File: src/shared/wwdt_pkg.sv
// windowed watchdog timer: register map, field layouts, timing constants and helpers
package wwdt_pkg;

    // register map, byte offsets on the plain register port
    localparam int          REG_AW          = 8;
    localparam int          REG_DW          = 8;
    localparam logic [7:0]  REG_CTRL_ADDR   = 8'h00;
    localparam logic [7:0]  REG_STATUS_ADDR = 8'h01;
    localparam int          LOCK_BIT        = 7;

    // tick counter and timeout selection
    localparam int          CNT_W           = 14;
    localparam logic [3:0]  CODE_OFF        = 4'h0;
    localparam logic [3:0]  CODE_MAX        = 4'hB;
    localparam logic [3:0]  TICK_SHIFT      = 4'h2;

    // oscillator edges per watchdog tick (32 kHz down to 1 kHz)
    localparam int          OSC_DIV         = 32;

    // unlock window length in system clocks after the guard key
    localparam logic [2:0]  GUARD_CYCLES    = 3'h4;

    // a crossing completes on the third tick after it is taken
    localparam logic [1:0]  SYNC_TICKS_LAST = 2'h2;

    // control register layout
    typedef struct packed {
        logic [3:0] window;
        logic [3:0] period;
    } wwdt_ctrl_t;

    // status register layout
    typedef struct packed {
        logic       lock;
        logic [4:0] zero;
        logic       clr_pending;
        logic       sync_pending;
    } wwdt_status_t;

    typedef enum logic [2:0] {
        WD_OFF,
        WD_NORMAL,
        WD_ARMED,
        WD_CLOSED,
        WD_OPEN
    } wwdt_state_t;

    // ticks of one period for a selection code; reserved codes saturate at the longest
    function automatic logic [CNT_W-1:0] wwdt_limit(input logic [3:0] code);
        logic [3:0] c;
        c = (code > CODE_MAX) ? CODE_MAX : code;
        wwdt_limit = CNT_W'(1) << (c + TICK_SHIFT);
    endfunction

    // state entered when a configuration takes effect
    function automatic wwdt_state_t wwdt_entry(input wwdt_ctrl_t cfg);
        if (cfg.period == CODE_OFF)
            wwdt_entry = WD_OFF;
        else if (cfg.window != CODE_OFF)
            wwdt_entry = WD_ARMED;
        else
            wwdt_entry = WD_NORMAL;
    endfunction

endpackage

File: src/rtl/wwdt_presc.sv
// windowed watchdog timer: divides oscillator edges down to the watchdog tick
`timescale 1ns/100ps
module wwdt_presc
    import wwdt_pkg::*;
#(
    parameter int DIV = OSC_DIV
)
(
    // clock and reset
    input  wire logic mclk_in,
    input  wire logic rstn_in,
    // oscillator edge pulse in, tick pulse out
    input  wire logic edge_in,
    output logic      tick_out
);

    localparam int DW = (DIV > 1) ? $clog2(DIV) : 1;
    localparam logic [DW-1:0] LAST = DW'(DIV - 1);

    logic [DW-1:0] cnt_q;
    logic          tick_q;

    // one tick per DIV oscillator edges
    always_ff @(posedge mclk_in)
    begin
        if (!rstn_in)
        begin
            cnt_q  <= '0;
            tick_q <= 1'b0;
        end
        else
        begin
            tick_q <= edge_in && (cnt_q == LAST);
            if (edge_in)
                cnt_q <= (cnt_q == LAST) ? '0 : cnt_q + DW'(1);
        end
    end

    assign tick_out = tick_q;
endmodule // wwdt_presc

File: src/rtl/wwdt_sync.sv
// windowed watchdog timer: three-stage pin synchroniser with rising-edge pulse
`timescale 1ns/100ps
module wwdt_sync
    import wwdt_pkg::*;
(
    // clock and reset
    input  wire logic mclk_in,
    input  wire logic rstn_in,
    // asynchronous level and its qualified rising edge
    input  wire logic async_in,
    output logic      rise_out
);

    logic s1_q;
    logic s2_q;
    logic s3_q;
    logic lvl_q;
    logic rise_q;

    // the first stage feeds only the second; a change counts when stages two and three agree
    always_ff @(posedge mclk_in)
    begin
        if (!rstn_in)
        begin
            s1_q   <= 1'b1;
            s2_q   <= 1'b1;
            s3_q   <= 1'b1;
            lvl_q  <= 1'b1; // start high: a pin already high at release gives no false edge
            rise_q <= 1'b0;
        end
        else
        begin
            s1_q   <= async_in;
            s2_q   <= s1_q;
            s3_q   <= s2_q;
            if (s2_q == s3_q)
                lvl_q <= s3_q;
            rise_q <= (s2_q == s3_q) && s3_q && !lvl_q;
        end
    end

    assign rise_out = rise_q;
endmodule // wwdt_sync

File: src/rtl/wwdt_top.sv
// windowed watchdog timer: registers, unlock guard, crossings and timeout engine
//
// Added by the designer: the plain strobed port and the register offsets.
`timescale 1ns/100ps
module wwdt_top
    import wwdt_pkg::*;
#(
    parameter int OSC_EDGES_PER_TICK = OSC_DIV
)
(
    // clock and reset
    input  wire logic              mclk_in,
    input  wire logic              rstn_in,
    // slow oscillator, asynchronous to mclk_in
    input  wire logic              ultra_low_power_osc_in,
    // register port
    input  wire logic [REG_AW-1:0] reg_addr_in,
    input  wire logic [REG_DW-1:0] reg_wdata_in,
    input  wire logic              reg_wr_in,
    input  wire logic              reg_rd_in,
    output logic      [REG_DW-1:0] reg_rdata_out,
    // processor core
    input  wire logic              watchdog_clear_instruction_in,
    input  wire logic              config_change_guard_in,
    // boot configuration
    input  wire logic [REG_DW-1:0] fuse_ctrl_in,
    // system reset controller
    output logic                   reset_req_out
);

    logic              osc_rise;
    logic              watchdog_tick_clock;
    logic              boot_q;
    logic [2:0]        guard_q;
    logic              guard_open;
    logic              wr_ctrl;
    logic              wr_status;
    logic              cfg_accept;
    logic              cfg_pend_q;
    logic [1:0]        cfg_ticks_q;
    logic              cfg_apply;
    wwdt_ctrl_t        shadow_q;
    wwdt_ctrl_t        ctrl_q;
    wwdt_ctrl_t        fuse_cfg;
    logic              lock_q;
    logic              clr_pend_q;
    logic [1:0]        clr_ticks_q;
    logic              clr_apply;
    wwdt_state_t       state_q;
    logic [CNT_W-1:0]  cnt_q;
    logic [CNT_W-1:0]  open_last;
    logic [CNT_W-1:0]  closed_last;
    logic              open_phase;
    logic              expire;
    logic              reset_req_d;
    logic              reset_req_q;
    logic [REG_DW-1:0] rdata_d;
    logic [REG_DW-1:0] rdata_q;
    wwdt_status_t      status;

    // oscillator pin crossing, then division to the watchdog tick
    wwdt_sync u_sync (
        .mclk_in  (mclk_in),
        .rstn_in  (rstn_in),
        .async_in (ultra_low_power_osc_in),
        .rise_out (osc_rise)
    );

    wwdt_presc #(
        .DIV      (OSC_EDGES_PER_TICK)
    ) u_presc (
        .mclk_in  (mclk_in),
        .rstn_in  (rstn_in),
        .edge_in  (osc_rise),
        .tick_out (watchdog_tick_clock)
    );

    assign fuse_cfg = wwdt_ctrl_t'(fuse_ctrl_in);

    // first cycle after release loads the fuse configuration
    always_ff @(posedge mclk_in)
    begin
        if (!rstn_in)
            boot_q <= 1'b0;
        else
            boot_q <= 1'b1;
    end

    // unlock window: the guard key opens a short slot for protected writes
    always_ff @(posedge mclk_in)
    begin
        if (!rstn_in)
            guard_q <= '0;
        else if (config_change_guard_in)
            guard_q <= GUARD_CYCLES;
        else if (guard_q != '0)
            guard_q <= guard_q - 3'h1;
    end

    assign guard_open = (guard_q != '0);
    assign wr_ctrl    = reg_wr_in && (reg_addr_in == REG_CTRL_ADDR);
    assign wr_status  = reg_wr_in && (reg_addr_in == REG_STATUS_ADDR);
    // writes while a crossing is busy are dropped, as are unguarded or locked ones
    assign cfg_accept = wr_ctrl && guard_open && !lock_q && !cfg_pend_q;

    // control write crossing into the tick domain
    assign cfg_apply = cfg_pend_q && watchdog_tick_clock
                       && (cfg_ticks_q == SYNC_TICKS_LAST);

    always_ff @(posedge mclk_in)
    begin
        if (!rstn_in)
        begin
            cfg_pend_q  <= 1'b0;
            cfg_ticks_q <= '0;
            shadow_q    <= '0;
        end
        else if (cfg_accept)
        begin
            cfg_pend_q  <= 1'b1;
            cfg_ticks_q <= '0;
            shadow_q    <= wwdt_ctrl_t'(reg_wdata_in);
        end
        else if (cfg_apply)
            cfg_pend_q  <= 1'b0;
        else if (cfg_pend_q && watchdog_tick_clock)
            cfg_ticks_q <= cfg_ticks_q + 2'h1;
    end

    // control register: fuse value at boot, then only synchronised writes
    always_ff @(posedge mclk_in)
    begin
        if (!rstn_in)
            ctrl_q <= '0;
        else if (!boot_q)
            ctrl_q <= fuse_cfg;
        else if (cfg_apply)
            ctrl_q <= shadow_q;
    end

    // lock: set-only; no software path clears it
    always_ff @(posedge mclk_in)
    begin
        if (!rstn_in)
            lock_q <= 1'b0;
        else if (!boot_q)
            lock_q <= (fuse_cfg.period != CODE_OFF);
        else if (wr_status && guard_open && reg_wdata_in[LOCK_BIT])
            lock_q <= 1'b1;
    end

    // clear instruction crossing; a repeat during the crossing is ignored
    assign clr_apply = clr_pend_q && watchdog_tick_clock
                       && (clr_ticks_q == SYNC_TICKS_LAST);

    always_ff @(posedge mclk_in)
    begin
        if (!rstn_in)
        begin
            clr_pend_q  <= 1'b0;
            clr_ticks_q <= '0;
        end
        else if (clr_apply)
            clr_pend_q  <= 1'b0;
        else if (watchdog_clear_instruction_in && !clr_pend_q)
        begin
            clr_pend_q  <= 1'b1;
            clr_ticks_q <= '0;
        end
        else if (clr_pend_q && watchdog_tick_clock)
            clr_ticks_q <= clr_ticks_q + 2'h1;
    end

    // period limits from the control selections
    assign open_last   = wwdt_limit(ctrl_q.period) - CNT_W'(1);
    assign closed_last = wwdt_limit(ctrl_q.window) - CNT_W'(1);
    assign open_phase  = (state_q == WD_NORMAL) || (state_q == WD_ARMED)
                         || (state_q == WD_OPEN);
    assign expire      = watchdog_tick_clock && (cnt_q == open_last);

    // reset request: late expiry in any open phase, or a clear in the closed phase
    always_comb
    begin
        reset_req_d = 1'b0;
        if (boot_q && !cfg_apply)
        begin
            if (open_phase && !clr_apply && expire)
                reset_req_d = 1'b1;
            else if ((state_q == WD_CLOSED) && clr_apply)
                reset_req_d = 1'b1;
        end
    end

    // timeout engine; nothing here looks at sleep, so counting goes on in every sleep state
    always_ff @(posedge mclk_in)
    begin
        if (!rstn_in)
        begin
            state_q <= WD_OFF;
            cnt_q   <= '0;
        end
        else if (!boot_q)
        begin
            state_q <= wwdt_entry(fuse_cfg);
            cnt_q   <= '0;
        end
        else if (cfg_apply)
        begin
            state_q <= wwdt_entry(shadow_q);
            cnt_q   <= '0;
        end
        else
        begin
            case (state_q)
                WD_OFF:
                    cnt_q <= '0;
                WD_NORMAL, WD_ARMED, WD_OPEN:
                begin
                    if (clr_apply)
                    begin
                        // the first clear in window mode starts the closed period
                        state_q <= (ctrl_q.window != CODE_OFF) ? WD_CLOSED : WD_NORMAL;
                        cnt_q   <= '0;
                    end
                    else if (expire)
                    begin
                        state_q <= wwdt_entry(ctrl_q);
                        cnt_q   <= '0;
                    end
                    else if (watchdog_tick_clock)
                        cnt_q <= cnt_q + CNT_W'(1);
                end
                WD_CLOSED:
                begin
                    if (clr_apply)
                    begin
                        state_q <= wwdt_entry(ctrl_q);
                        cnt_q   <= '0;
                    end
                    else if (watchdog_tick_clock && (cnt_q == closed_last))
                    begin
                        state_q <= WD_OPEN;
                        cnt_q   <= '0;
                    end
                    else if (watchdog_tick_clock)
                        cnt_q <= cnt_q + CNT_W'(1);
                end
                default:
                begin
                    state_q <= WD_OFF;
                    cnt_q   <= '0;
                end
            endcase
        end
    end

    // one-cycle request toward the reset controller
    always_ff @(posedge mclk_in)
    begin
        if (!rstn_in)
            reset_req_q <= 1'b0;
        else
            reset_req_q <= reset_req_d;
    end

    assign reset_req_out = reset_req_q;

    // read data stand only in the cycle after the strobe; unmapped offsets read zero
    assign status = '{lock: lock_q, zero: '0, clr_pending: clr_pend_q,
                      sync_pending: cfg_pend_q};

    always_comb
    begin
        rdata_d = '0;
        if (reg_rd_in)
        begin
            case (reg_addr_in)
                REG_CTRL_ADDR:   rdata_d = ctrl_q;
                REG_STATUS_ADDR: rdata_d = status;
                default:         rdata_d = '0;
            endcase
        end
    end

    always_ff @(posedge mclk_in)
    begin
        if (!rstn_in)
            rdata_q <= '0;
        else
            rdata_q <= rdata_d;
    end

    assign reg_rdata_out = rdata_q;
endmodule // wwdt_top

File: config.mk
export PLATFORM = sky130hd
export DESIGN_NAME = wwdt_top
export DESIGN_NICKNAME = d
export VERILOG_FILES = /design/src/shared/wwdt_pkg.sv /design/src/rtl/wwdt_presc.sv /design/src/rtl/wwdt_sync.sv /design/src/rtl/wwdt_top.sv
export SDC_FILE = /design/constraint.sdc
export NUM_CORES = 1
export LEC_CHECK = 0
export ABC_AREA = 0
export BUFFER_PORTS_ARGS = -buffer_cell sky130_fd_sc_hd__buf_2
export CORE_AREA = 2 2 95 166
export CTS_CLUSTER_SIZE = 10
export DETAILED_ROUTE_END_ITERATION = 8
export DIE_AREA = 0 0 97 168
export HOLD_SLACK_MARGIN = 0.06
export SLEW_MARGIN = 10
export SYNTH_ARGS = -nofsm -noshare
export SYNTH_HDL_FRONTEND = slang
export SYNTH_HIERARCHICAL = 1
export SYNTH_SLANG_ARGS = --single-unit
File: constraint.sdc
create_clock -name mclk_in -period 4.2 [get_ports mclk_in]
set_clock_uncertainty 0.1 [all_clocks]
set_input_delay 0.42 -clock mclk_in [delete_from_list [all_inputs] [get_ports mclk_in]]
set_output_delay 0.42 -clock mclk_in [all_outputs]
set_load 0.005 [all_outputs]
==> out/results.txt, run 1 <==
For this run, the top clock speed supported by timing is 257 MHz. The number of antenna violations at the first check in global routing is 0, and the routability congestion estimate from global placement is 0.922. The tools report the arrival time reported for the critical path endpoint as 3.99 ns. The count of unique library cells instantiated by Yosys is 81. The tightest min-delay check is of the in2reg type. The tools report the number of instances in the synthesized netlist as 538. Among all stages on the critical path, the largest delay is contributed by sky130_fd_sc_hd__or3_1. TritonCTS built the clock tree. The portion of synthesized cell area occupied by the leading cell type is 29.1%, and the synthesized area is 4400 um^2. Along the worst path, the maximum fanout reaches 15. The tools report the clock latency at the later pin of the worst-skew pair as 0.33 ns. The flow ran to the end, and the final reports show no timing, DRC or antenna violations. The routed design has 11300 um of wire. The worst hold path was traced through 2 stages.

The async set or reset register ratio after synthesis is 0%. The source of the worst hold timing path is ultra_low_power_osc_in. At the pin with the least slew margin, the transition time is 0.822 ns. Once the floorplan was initialized, standard cells occupied 29.2% of the core. I/O pin count: 40. The logs give 3 for the number of H-tree branching levels and 0 for the number of remaining DRC errors.

After detailed routing, the number of vias per cell comes to 5.23. The logs give 4.29 ns for the required time of the worst setup path and 16300 um^2 for the die footprint. Critical path startpoint: ctrl_q[2]. By area the synthesized netlist is led by sky130_fd_sc_hd__dfxtp_1 (29%), sky130_fd_sc_hd__mux2i_1 (6.4%), sky130_fd_sc_hd__nor2_1 (5.9%), sky130_fd_sc_hd__xnor2_1 (4.6%), sky130_fd_sc_hd__ha_1 (3.4%). The height of the chip works out to 168 um. The worst register-to-register path has a depth of 16.

The kind of capture point of the worst setup path is a flip-flop. The antenna cell count came out at 0. The origin of the critical flop-to-flop path was ctrl_q[2].

Across the VDD grid, the largest voltage drop is 0.244 mV. The tools report the first-pass GRT wire length as 18700 um. Measured against its own limit, the worst slew margin works out to 44.7%. In the final design database the tool counted 605 nets. The fraction of final layout cells with drive strength greater than 1 is 18.7%. Setup repair after global routing left no endpoint under its margin.

The run gives 4960 um^2 as the cell area after layout. Entering global routing, the biggest net connects 25 pins. In this run, synthesis inferred 0 flip-flops with an integrated enable. In this run the core area contains 60 standard-cell rows. The run gives 0 as the number of pins exceeding their max-slew limit in the final report. The largest single stage delay on the critical path is 0.41 ns.

The clock sink total was 64; the yosys synthesis warning count was 6. The tools report the remaining global-route overflow as 0. The signal on the critical path passes through and2_1, or2_2, ha_1, buf_4, xor2_1, inv_1, nand3_1, ha_1, or3_1, a211oi_2, nor2_1, a211oi_1, and4_4, o31ai_1, a211oi_1, nor3_1. The final critical path takes up 92.7% of the cycle.

The number of post-CTS setup repair buffers came out at 0. The die width was 97 um; the total nets after synthesis was 581. In this run, the number of DRC markers left after iteration 0 of detailed routing was 135. After detailed placement, the total cell area comes to 4660 um^2. CTS placed an instance of sky130_fd_sc_hd__clkbuf_16 at the clock tree root.

The clock tree buffer depth is 2. The number of global-route vias before repair was 3803. The flop and latch count out of synthesis is 64.

The launching element type of the critical path is a flip-flop. The number of search-and-repair iterations in the first detailed-routing pass came out at 4. The critical path is of the reg2reg type. The wire-length estimate of the detail-placed layout is 8760 um. Of the synthesized area, sequential elements account for 29.1%. Yosys instantiated no cell more often than sky130_fd_sc_hd__nor2_1. The worst-case hold path end point was u_sync/s1_q. The final period demand of the worst path works out to 3.89 ns. The run gives 0 as the setup-violating endpoint count in the final report. The area overhead of the layout relative to synthesis came out at 12.6%.

After detailed routing, the average wire length per cell comes to 15.0 um. The count of buffers from port buffering works out to 39. In this run the static leakage power is 1.94 nW. Area of the core: 15100 um^2. The clock transition at the registers of the reported paths is 0.06 ns, and the setup total negative slack is 0 ns.

The power density normalized to cell area works out to 344 nW/um^2. Across all layers, the routed design uses 3930 vias. Number of hold violations in the final report: 0. Counting instances in the post-synthesis netlist gives the leading cell types as sky130_fd_sc_hd__nor2_1 (69), sky130_fd_sc_hd__dfxtp_1 (64), sky130_fd_sc_hd__nand2_1 (38). Number of buffers added by the clock tree synthesis step: 9. In this run the remaining antenna-violating nets after routing total 0. The number of max-cap violations is 0.

In this run the critical register-to-register path is captured at state_q[1]. For this run, the total global-route usage over all layers was measured as 14.3%. The cell taking the most area after synthesis was sky130_fd_sc_hd__dfxtp_1. After synthesis, the mean cell area works out to 8.18 um^2. For this run, the leading register cell type out of synthesis is sky130_fd_sc_hd__dfxtp_1.

Across all register-to-register paths, the minimum setup slack is 0.31 ns.
[worst max-delay path: cells and delay by family (launching register included)]
family                     cells  cell delay, ns
and+or+nand+nor                7            1.45
DFF                            1            0.30
buffers and inverters          2            0.32
AOI/OAI and AO/OA              4            0.86
adders and majority gates      2            0.56
xor gates and xnor gates       1            0.16
[per-layer routing]
layer | share of wire, % | vias up | GRT usage [%]
met3 | 2.5 | 39 | 2.57
met5 | 0 | - | 0
met2 | 54 | 76 | 26.9
met1 | 38 | 1860 | 14.1
met4 | 6.1 | 0 | 9.43
li1 | - | 1955 | -
[power by group]
group / internal, mW / switching, mW / total (mW)
Clock: 0.453 / 0.269 / 0.722
Sequential: 0.623 / 0.0222 / 0.645
Combinational: 0.146 / 0.190 / 0.337
[state kept, by name (all words and copies together) (netlist names), 2 cells and up]
signal / count
cnt_q: 14
ctrl_q: 8
reg_rdata_out: 8
shadow_q: 8
u_presc/cnt_q: 5
guard_q: 3
state_q: 3
cfg_ticks_q: 2
clr_ticks_q: 2
[layout make-up]
| class | instances | area, um^2 |
|---|---|---|
| fillers | 1576 | 10100 |
| repair buffers | 53 | 300 |
| well taps | 186 | 233 |
| flip-flops and latches | 64 | 1280 |
| clock buffers | 9 | 225 |
| multi-input cells | 412 | 2770 |
| inverters | 22 | 82.6 |
| clock inverters | 6 | 61.3 |
[timing repair]
action | in CTS | in global routing
endpoints found under the setup margin | 0 | 4
resized for setup | 0 | 2
hold endpoints to repair | 0 | 0
hold buffers | 0 | 0
[per-stage QoR]
| stage | hold WS (ns) | setup slack, ns | utilization (%) | total power, mW | std cells |
|---|---|---|---|---|---|
| after floorplan | 0.286 | 0.433 | - | 0.919 | 538 |
| after global placement | 0.294 | 0.339 | 30.9 | 0.990 | 737 |
| after detailed placement | 0.295 | 0.256 | 30.9 | 0.992 | 737 |
| after CTS | 0.159 | 0.253 | 32.8 | 1.71 | 752 |
| after global routing | 0.182 | 0.0290 | 32.8 | 1.79 | 752 |
| final | 0.167 | 0.307 | 32.8 | 1.70 | 752 |
[layout by cell type (no fill, tap or decap), types with 5 or more instances in the layout]
cell | Yosys | final
sky130_fd_sc_hd__inv_1 | 20 | 20
sky130_fd_sc_hd__a211oi_1 | 17 | 16
sky130_fd_sc_hd__nand3_1 | 15 | 15
sky130_fd_sc_hd__nor2b_1 | 11 | 11
sky130_fd_sc_hd__nor4_1 | 7 | 6
sky130_fd_sc_hd__buf_4 | 4 | 14
sky130_fd_sc_hd__ha_1 | 12 | 11
sky130_fd_sc_hd__o22ai_1 | 5 | 5
sky130_fd_sc_hd__o21ai_0 | 17 | 17
sky130_fd_sc_hd__nand2_1 | 38 | 38
sky130_fd_sc_hd__nand4_1 | 6 | 6
sky130_fd_sc_hd__nand2b_1 | 11 | 11
sky130_fd_sc_hd__or3_1 | 6 | 6
sky130_fd_sc_hd__nor3_1 | 15 | 15
sky130_fd_sc_hd__xnor2_1 | 23 | 23
sky130_fd_sc_hd__nor2_1 | 69 | 69
sky130_fd_sc_hd__clkbuf_16 | 0 | 9
sky130_fd_sc_hd__xor2_1 | 13 | 13
sky130_fd_sc_hd__mux2i_1 | 28 | 28
sky130_fd_sc_hd__a21oi_1 | 16 | 16
sky130_fd_sc_hd__dfxtp_1 | 64 | 64
sky130_fd_sc_hd__buf_2 | 7 | 39
sky130_fd_sc_hd__nor2_2 | 11 | 11
[how the worst max path moves through the flow]
stage                             to  slack (ns)  cells after the start
after floorplan            cnt_q[10]        0.43                     18
after global placement    state_q[1]        0.34                     16
after detailed placement  state_q[0]        0.26                     16
after CTS                 state_q[1]        0.25                     16
after global routing        cnt_q[4]        0.03                     15
final                     state_q[1]        0.31                     16
[cells by family (layout without fill, tap and decap cells)]
logic type               Yosys count  after routing  synth area share [%]
AO/OA/AOI/OAI                    106            106                  17.6
XOR/XNOR                          36             36                  7.16
adder cells (fa/ha/maj)           12             12                  3.41
buffers and inverters             62             90                  8.24
flip-flops                        64             64                  29.1
multiplexers                      29             29                  6.71
AND/OR/NAND/NOR                  229            229                  27.8
No activity file was read; power rests on OpenSTA's default activity.
==> run 2: changes to the inputs <==
--- a/config.mk
+++ b/config.mk
@@ -15,5 +15,4 @@
 export SLEW_MARGIN = 10
 export SYNTH_ARGS = -nofsm -noshare
 export SYNTH_HDL_FRONTEND = slang
-export SYNTH_HIERARCHICAL = 1
 export SYNTH_SLANG_ARGS = --single-unit
==> run 2 against run 1 <==
- first-iteration DRC count rose by 55%
- final area rose by 3.4%
- flip-flop and latch count did not move
- synthesized cell count rose by 2.2%
- power fell by 4.9%
- clock power fell by 5.7%
- highest routed layer unchanged
- setup slack got worse by 0.11 ns
- critical path depth did not move
- wire length rose by 4.2%
- fmax fell by 2.7%
- combinational power fell by 9.8%
- global-route usage rose by 0.31 points
==> out/results.txt, run 2 <==
The number of pins exceeding their max-slew limit in the final report is 0. The tightest min-delay check is of the in2reg type. The floorplan step defined a core boundary enclosing 15100 um^2. Number of filler instances in the final layout: 1565. The flow ran to the end, and the final reports show no timing, DRC or antenna violations. For this run the aggregate overflow at the end of global routing stands at 0. In this run the number of H-tree levels came out at 3. The all-layer global routing usage came out at 14.6%. For the count of unique library cells instantiated by Yosys, the log shows 69. STA classifies the critical path endpoint as a flip-flop.

Family of cells with the greatest summed delay on the critical path: simple AND/OR/NAND/NOR gates. Setup violations remaining at the end of the flow were counted as 0. After routing, the total negative slack on setup checks comes to 0 ns.

The analysis attributes to cell leakage a power of 2.16 nW. The number of global-route vias before repair was 4049. Setup repair after global routing left no endpoint under its margin. For the starting utilization of the core area, the log shows 29.2%. In this run the worst path has a maximum fanout of 14.

The tools report the post-route core utilization as 34.0%. Dominant combinational cell family by area after synthesis: simple AND/OR/NAND/NOR gates. In this run the power density over the cells is 316 nW/um^2. The number of hold violations in the final report came out at 0.

The height of the chip works out to 168 um. Walking the worst path, the cells encountered are and2_1, or2_2, ha_1, or2_4, a211oi_2, inv_1, ha_1, or4b_2, a21oi_2, o21ai_1, a2111oi_4, and2_4, a31oi_4, nor2_4, buf_12, a21boi_0. The top cell types in the final layout, fill and taps aside, are sky130_fd_sc_hd__dfxtp_1 (64), sky130_fd_sc_hd__nor2_1 (48), sky130_fd_sc_hd__nand2_1 (43). The synthesized netlist devotes 7.16% of its cell area to XOR and XNOR gates. The adder and majority cell fraction of the synthesized area was 3.70%. TritonCTS built the clock tree. No sink is reached through more buffers than the 2 on the longest clock path.

The predominant post-synthesis flop cell is sky130_fd_sc_hd__dfxtp_1. The flop and latch count out of synthesis was 64. Yosys attributes the largest share of cell area to sky130_fd_sc_hd__dfxtp_1 (29%), sky130_fd_sc_hd__mux2i_1 (6.1%), sky130_fd_sc_hd__nor2_1 (4.1%), sky130_fd_sc_hd__nor2b_1 (4.0%), sky130_fd_sc_hd__ha_1 (3.7%). The commonest non-fill, non-tap cell in the layout is sky130_fd_sc_hd__dfxtp_1. The first global-routing pass estimated 19600 um of wire. In this run the clock root is driven by a sky130_fd_sc_hd__clkbuf_16. The number of max-cap violations came out at 0. The number of cells in the design after placement is 752. Clock tree synthesis found a total of 64 sinks. By count the netlist is led by sky130_fd_sc_hd__dfxtp_1 (64), sky130_fd_sc_hd__nor2_1 (48), sky130_fd_sc_hd__nand2_1 (43). The area overhead of the layout relative to synthesis was 16.4%. Of the cells placed in the final design, the portion with a size suffix greater than 1 is 17.0%. For the post-route worst hold slack, the log shows 0.211 ns. On the worst path, the slowest cell contributes a delay of 0.65 ns. Entering global routing, the biggest net connects 41 pins. Critical path class: reg2reg. After detailed routing, the total wire length is 11700 um. For the worst setup path, the data required time is 4.31 ns.

The number of antenna diodes in the final layout is 0. The count of non-filler cells in the finished layout is 770. The HPWL after detailed placement is 9090 um. The cell area after layout came out at 5120 um^2.

After technology mapping, the gate count stands at 550. VDD sags by at most 0.302 mV. The run gives 4400 um^2 as the synthesized area. The cell with the largest stage delay on the worst path is sky130_fd_sc_hd__or4b_2. The sequential cells in the finished layout cover a total of 1280 um^2. The detailed-route vias per instance is 5.31. Static timing analysis puts the maximum clock frequency at 250 MHz. The post-synthesis simple-gate area fraction is 25.9%. STA classifies the critical path startpoint as a flip-flop. The footprint of the multi-input gates was 2890 um^2; the number of enable flip-flop cells after synthesis was 0.

In this run the remaining antenna-violating nets after routing total 0. The worst pin sits at a relative slew slack of 35.8%. Once placement finished, the instance area stood at 4800 um^2. In this run the core area contains 60 standard-cell rows. Measured along the x axis, the die boundary spans 97 um. Pin slew with the least headroom to its limit: 0.954 ns. Summing the sequential cell areas from Yosys gives 29.1% of the chip area. After synthesis, the share of cell area in mux cells is 6.91%.

The portion of synthesized cell area occupied by the leading cell type was 29.1%. After detailed routing, the average wire length per cell comes to 15.3 um. The run gives 16300 um^2 as the die footprint. The number of remaining DRC errors is 0. For the routability congestion estimate from global placement, the log shows 0.901. The async set or reset register ratio after synthesis was 0%; the final net count was 624.

Total via count after detailed routing: 4092. For the clock latency at the later pin of the worst-skew pair, the log shows 0.33 ns. Final critical-path share of the clock period: 95.3%. The number of antenna violations at the first check in global routing is 0. Compound-gate portion of the synthesized area: 21.4%.

Cell taking the most area after synthesis: sky130_fd_sc_hd__dfxtp_1. The most numerous cell type found on the critical path is sky130_fd_sc_hd__ha_1. In this run the mean area of a mapped cell was 8.00 um^2. Among all cell types in the netlist, the one instantiated most often is sky130_fd_sc_hd__dfxtp_1. The number of buffers and inverters on the critical path is 2. The largest register by flop count is cnt_q. The quantity of hold-fixing buffers added after cts came out at 0.

40 I/O pins were placed. Buffers inserted during clock tree synthesis total 9. The final period demand of the worst path was 4.00 ns; the count of buffers from port buffering was 39.

The number of nets handed over by synthesis was 594. Before antenna repair, the detailed router went through 7 iterations. The detailed router finished its first iteration with 209 violations.

For the worst setup path, the data arrival time is 4.11 ns. The clock transition at the registers of the reported paths came out at 0.05 ns. The flip-flop count of the largest register after layout works out to 14. For this run, the number of Yosys warnings is 0.
[run 2: metal layers]
metal	vias to the layer above	track usage (%)	wire, um
li1	2019	-	-
met3	32	2.53	347
met2	91	28.1	6530
met4	0	7.59	572
met1	1950	14.8	4300
met5	-	0	0
[run 2: worst register-to-register path: stages (launching register included)]
cell and delay (ns):
sky130_fd_sc_hd__dfxtp_1 0.30, sky130_fd_sc_hd__and2_1 0.16, sky130_fd_sc_hd__or2_2 0.27, sky130_fd_sc_hd__ha_1 0.21, sky130_fd_sc_hd__or2_4 0.26, sky130_fd_sc_hd__a211oi_2 0.26, sky130_fd_sc_hd__inv_1 0.07, sky130_fd_sc_hd__ha_1 0.21
sky130_fd_sc_hd__or4b_2 0.65, sky130_fd_sc_hd__a21oi_2 0.18, sky130_fd_sc_hd__o21ai_1 0.11, sky130_fd_sc_hd__a2111oi_4 0.45, sky130_fd_sc_hd__and2_4 0.23, sky130_fd_sc_hd__a31oi_4 0.09, sky130_fd_sc_hd__nor2_4 0.11, sky130_fd_sc_hd__buf_12 0.14
sky130_fd_sc_hd__a21boi_0 0.08
[run 2: path summary, 6_finish.rpt]
path	start	to	slack, ns	depth (start not counted)
setup / recovery	ctrl_q[6]	cnt_q[4]	0.20	16
hold / removal	config_change_guard_in	guard_q[2]	0.21	2
hold reg to reg	u_sync.s1_q	u_sync.s2_q	0.31	1
setup reg to reg	ctrl_q[6]	cnt_q[4]	0.20	16
[run 2: layout make-up]
| class | instances | share of cell area [%] |
|---|---|---|
| multi-input combinational | 424 | 56.4 |
| sequential | 64 | 25.0 |
| timing repair buffer | 61 | 7.28 |
| clock buffer | 12 | 5.00 |
| tap | 186 | 4.54 |
| inverter | 20 | 1.46 |
| clock inverter | 3 | 0.342 |
[run 2: logic make-up (layout without fill, tap and decap cells)]
group                      Yosys count  count (layout)
and+or+nand+nor                    215             215
xor gates and xnor gates            36              36
AOI/OAI and AO/OA                  130             130
adders and majority gates           13              13
buffers and inverters               62              96
muxes                               30              30
DFF                                 64              64
[run 2: what timing repair did]
action                                  in CTS  in global routing
buffers inserted                             0                  3
endpoints found under the setup margin       0                 16
resized for setup                            0                  7
[run 2: where the power goes]
part / internal, mW / total, mW / switching (mW)
clock: 0.425 / 0.681 / 0.256
combinational: 0.131 / 0.304 / 0.173
sequential: 0.621 / 0.634 / 0.0130
total: 1.18 / 1.62 / 0.442
[run 2: stage by stage]
step           power [mW]  worst slack [ns]
2_1_floorplan       0.861            0.0135
3_3_place_gp        0.935             0.114
3_5_place_dp        0.944            0.0335
4_1_cts              1.63            0.0285
5_1_grt              1.70            0.0666
6_report             1.62             0.199
==> run 3: changes to the inputs <==
--- a/config.mk
+++ b/config.mk
@@ -12,6 +12,7 @@
 export DETAILED_ROUTE_END_ITERATION = 8
 export DIE_AREA = 0 0 97 168
 export HOLD_SLACK_MARGIN = 0.06
+export MAX_ROUTING_LAYER = met4
 export SLEW_MARGIN = 10
 export SYNTH_ARGS = -nofsm -noshare
 export SYNTH_HDL_FRONTEND = slang
==> run 3 against run 2 <==
- flip-flop and latch count did not move
- power about the same
- global-route usage grew 0.42 points
- first-iteration DRC count is 8.1% higher
- register-to-register slack hardly changed
- critical path depth unchanged
- setup slack gained 0.00084 ns
- non-clock buffer count did not move
- final area unchanged
- cell count is the same
- hold slack hardly changed
- highest routed layer unchanged
==> out/results.txt, run 3 (same netlist as run 2, synthesis figures left out) <==
The setup-violating endpoint count in the final report is 0. The logs give 34.0% for the post-route core utilization and 2 for the clock tree buffer depth. Once the floorplan was initialized, standard cells occupied 29.2% of the core. For the number of H-tree branching levels, the log shows 3.

From left edge to right edge, the die measures 97 um. VDD sags by at most 0.301 mV. The number of buffers added by the clock tree synthesis step was 9; the final period demand of the worst path was 4.00 ns.

The flip-flop count of the largest register after layout came out at 14. For the number of remaining DRC errors, the log shows 0. Data on the critical path arrives at its endpoint at 4.11 ns. Dividing the final minimum period by the clock period gives 95.2%. The I/O pin count is 40.

At the end of the flow, the number of nets in the layout was 624. The number of max-cap violations is 0. The number of cells on the worst reg-to-reg path is 16. The launching element type of the critical path was a flip-flop.

Setup repair after global routing left no endpoint under its margin. The worst min-delay path category is in2reg. In this run the worst path has a maximum fanout of 14. In this run the tool buffered the top-level ports with 39 buffer cells. The fraction of final layout cells with drive strength greater than 1 was 17.0%. The library cell used most frequently in the layout, excluding fill and tap cells, is sky130_fd_sc_hd__dfxtp_1.

The clock transition at the registers of the reported paths is 0.05 ns. The tools report the number of pins exceeding their max-slew limit in the final report as 0. The root buffer cell chosen for the clock tree is sky130_fd_sc_hd__clkbuf_16. Routability-driven placement finished with a final weighted congestion of 0.916. Counting flops per register, the top entry is cnt_q. In this run the core area contains 60 standard-cell rows.

Dividing the detail-routed wire length by the instance count gives 15.3 um. The tools report the number of search-and-repair iterations in the first detailed-routing pass as 4. Entering global routing, the biggest net connects 41 pins.

The run gives 4.31 ns as the required time of the worst setup path. Critical path class: reg2reg. 0 antenna diodes ended up in the layout.

The analysis attributes to cell leakage a power of 2.16 nW. Across every metal layer, demand over resource in global routing totals 15.1%. Leaving out fill and tap cells, the most frequent cells in the layout are sky130_fd_sc_hd__dfxtp_1 (64), sky130_fd_sc_hd__nor2_1 (48), sky130_fd_sc_hd__nand2_1 (43). Summed over all nets, the half-perimeter wirelength after detailed placement is 9090 um. The cell count of the worst hold path was 2. The routed layout has 4050 vias.

For the number of antenna-violating nets in the routed design, the log shows 0. The clock latency at the later pin of the worst-skew pair was 0.33 ns. Summed over all failing endpoints, the final setup total negative slack is 0 ns. The tools report the number of global-route vias before repair as 4036. The core region is 15100 um^2. The first routing iteration left 226 violations. Measured against its own limit, the worst slew margin works out to 39.8%.

STA classifies the critical path endpoint as a flip-flop. Relative to the synthesized area, the layout overhead comes to 16.4%. The power density normalized to cell area works out to 316 nW/um^2. Summed over all layers, the global routing overflow is 0.

The logs give 11700 um for the total wire length and 64 for the clock sink total. For the pin with the worst max-slew slack, the measured transition is 0.895 ns. The die footprint is 16300 um^2. The run gives 0 as the number of hold violations in the final report. The first global-routing pass estimated 19600 um of wire.

The number of antenna violations at the first check in global routing was 0; the height of the chip was 168 um. TritonCTS built the clock tree. The upper clock frequency limit was 250 MHz; the detailed-route vias per instance was 5.26. The run finished with clean final reports.
## run 3: cell counts in the layout (fill, tap and decap cells not counted)
Identical to the previous run, type by type.
## run 3: repair_timing
item / CTS / global route
hold buffers: 0 / 0
endpoints found under the hold margin: 0 / 0
endpoints found under the setup margin: 0 / 16
buffers inserted: 0 / 3
resized for setup: 0 / 7
## run 3: metal layers
| layer | wire, um | vias to the layer above | track usage [%] |
|---|---|---|---|
| li1 | - | 2015 | - |
| met4 | 624 | 0 | 7.59 |
| met5 | 0 | - | - |
| met1 | 4340 | 1920 | 14.9 |
| met2 | 6480 | 79 | 28.1 |
| met3 | 306 | 36 | 2.45 |
## run 3: layout make-up
cell class              instances  area (um^2)
inverters                      20         75.1
clock inverters                 3         17.5
flip-flops and latches         64         1280
well taps                     186          233
multi-input cells             424         2890
fillers                      1565         9960
clock buffers                  12          256
repair buffers                 61          373
## run 3: metrics by stage
stage	power, mW	hold slack [ns]	worst slack [ns]	std cells	area (um^2)
final	1.62	0.211	0.200	770	5120
after global routing	1.70	0.205	0.0667	770	5120
after CTS	1.63	0.206	0.0285	767	5070
after detailed placement	0.944	0.303	0.0335	752	4800
after global placement	0.935	0.299	0.114	752	4800
after floorplan	0.861	0.286	0.0135	550	4410
## run 3: final timing paths
check,end,slack [ns],startpoint
worst max-delay path,cnt_q[4],0.20,ctrl_q[6]
worst min register to register,u_sync.s2_q,0.31,u_sync.s1_q
worst max register to register,cnt_q[4],0.20,ctrl_q[6]
worst min-delay path,guard_q[2],0.21,config_change_guard_in
## run 3: critical path, cell delays in order, from the launching register on
cell                        delay (ns)
sky130_fd_sc_hd__dfxtp_1          0.30
sky130_fd_sc_hd__and2_1           0.16
sky130_fd_sc_hd__or2_2            0.27
sky130_fd_sc_hd__ha_1             0.21
sky130_fd_sc_hd__or2_4            0.26
sky130_fd_sc_hd__a211oi_2         0.26
sky130_fd_sc_hd__inv_1            0.07
sky130_fd_sc_hd__ha_1             0.21
sky130_fd_sc_hd__or4b_2           0.65
sky130_fd_sc_hd__a21oi_2          0.18
sky130_fd_sc_hd__o21ai_1          0.11
sky130_fd_sc_hd__a2111oi_4        0.45
sky130_fd_sc_hd__and2_4           0.23
sky130_fd_sc_hd__a31oi_4          0.09
sky130_fd_sc_hd__nor2_4           0.11
sky130_fd_sc_hd__buf_12           0.14
sky130_fd_sc_hd__a21boi_0         0.08
## run 3: where the power goes
group,internal [mW],switching [mW]
clock,0.425,0.256
sequential,0.621,0.0129
combinational,0.131,0.173
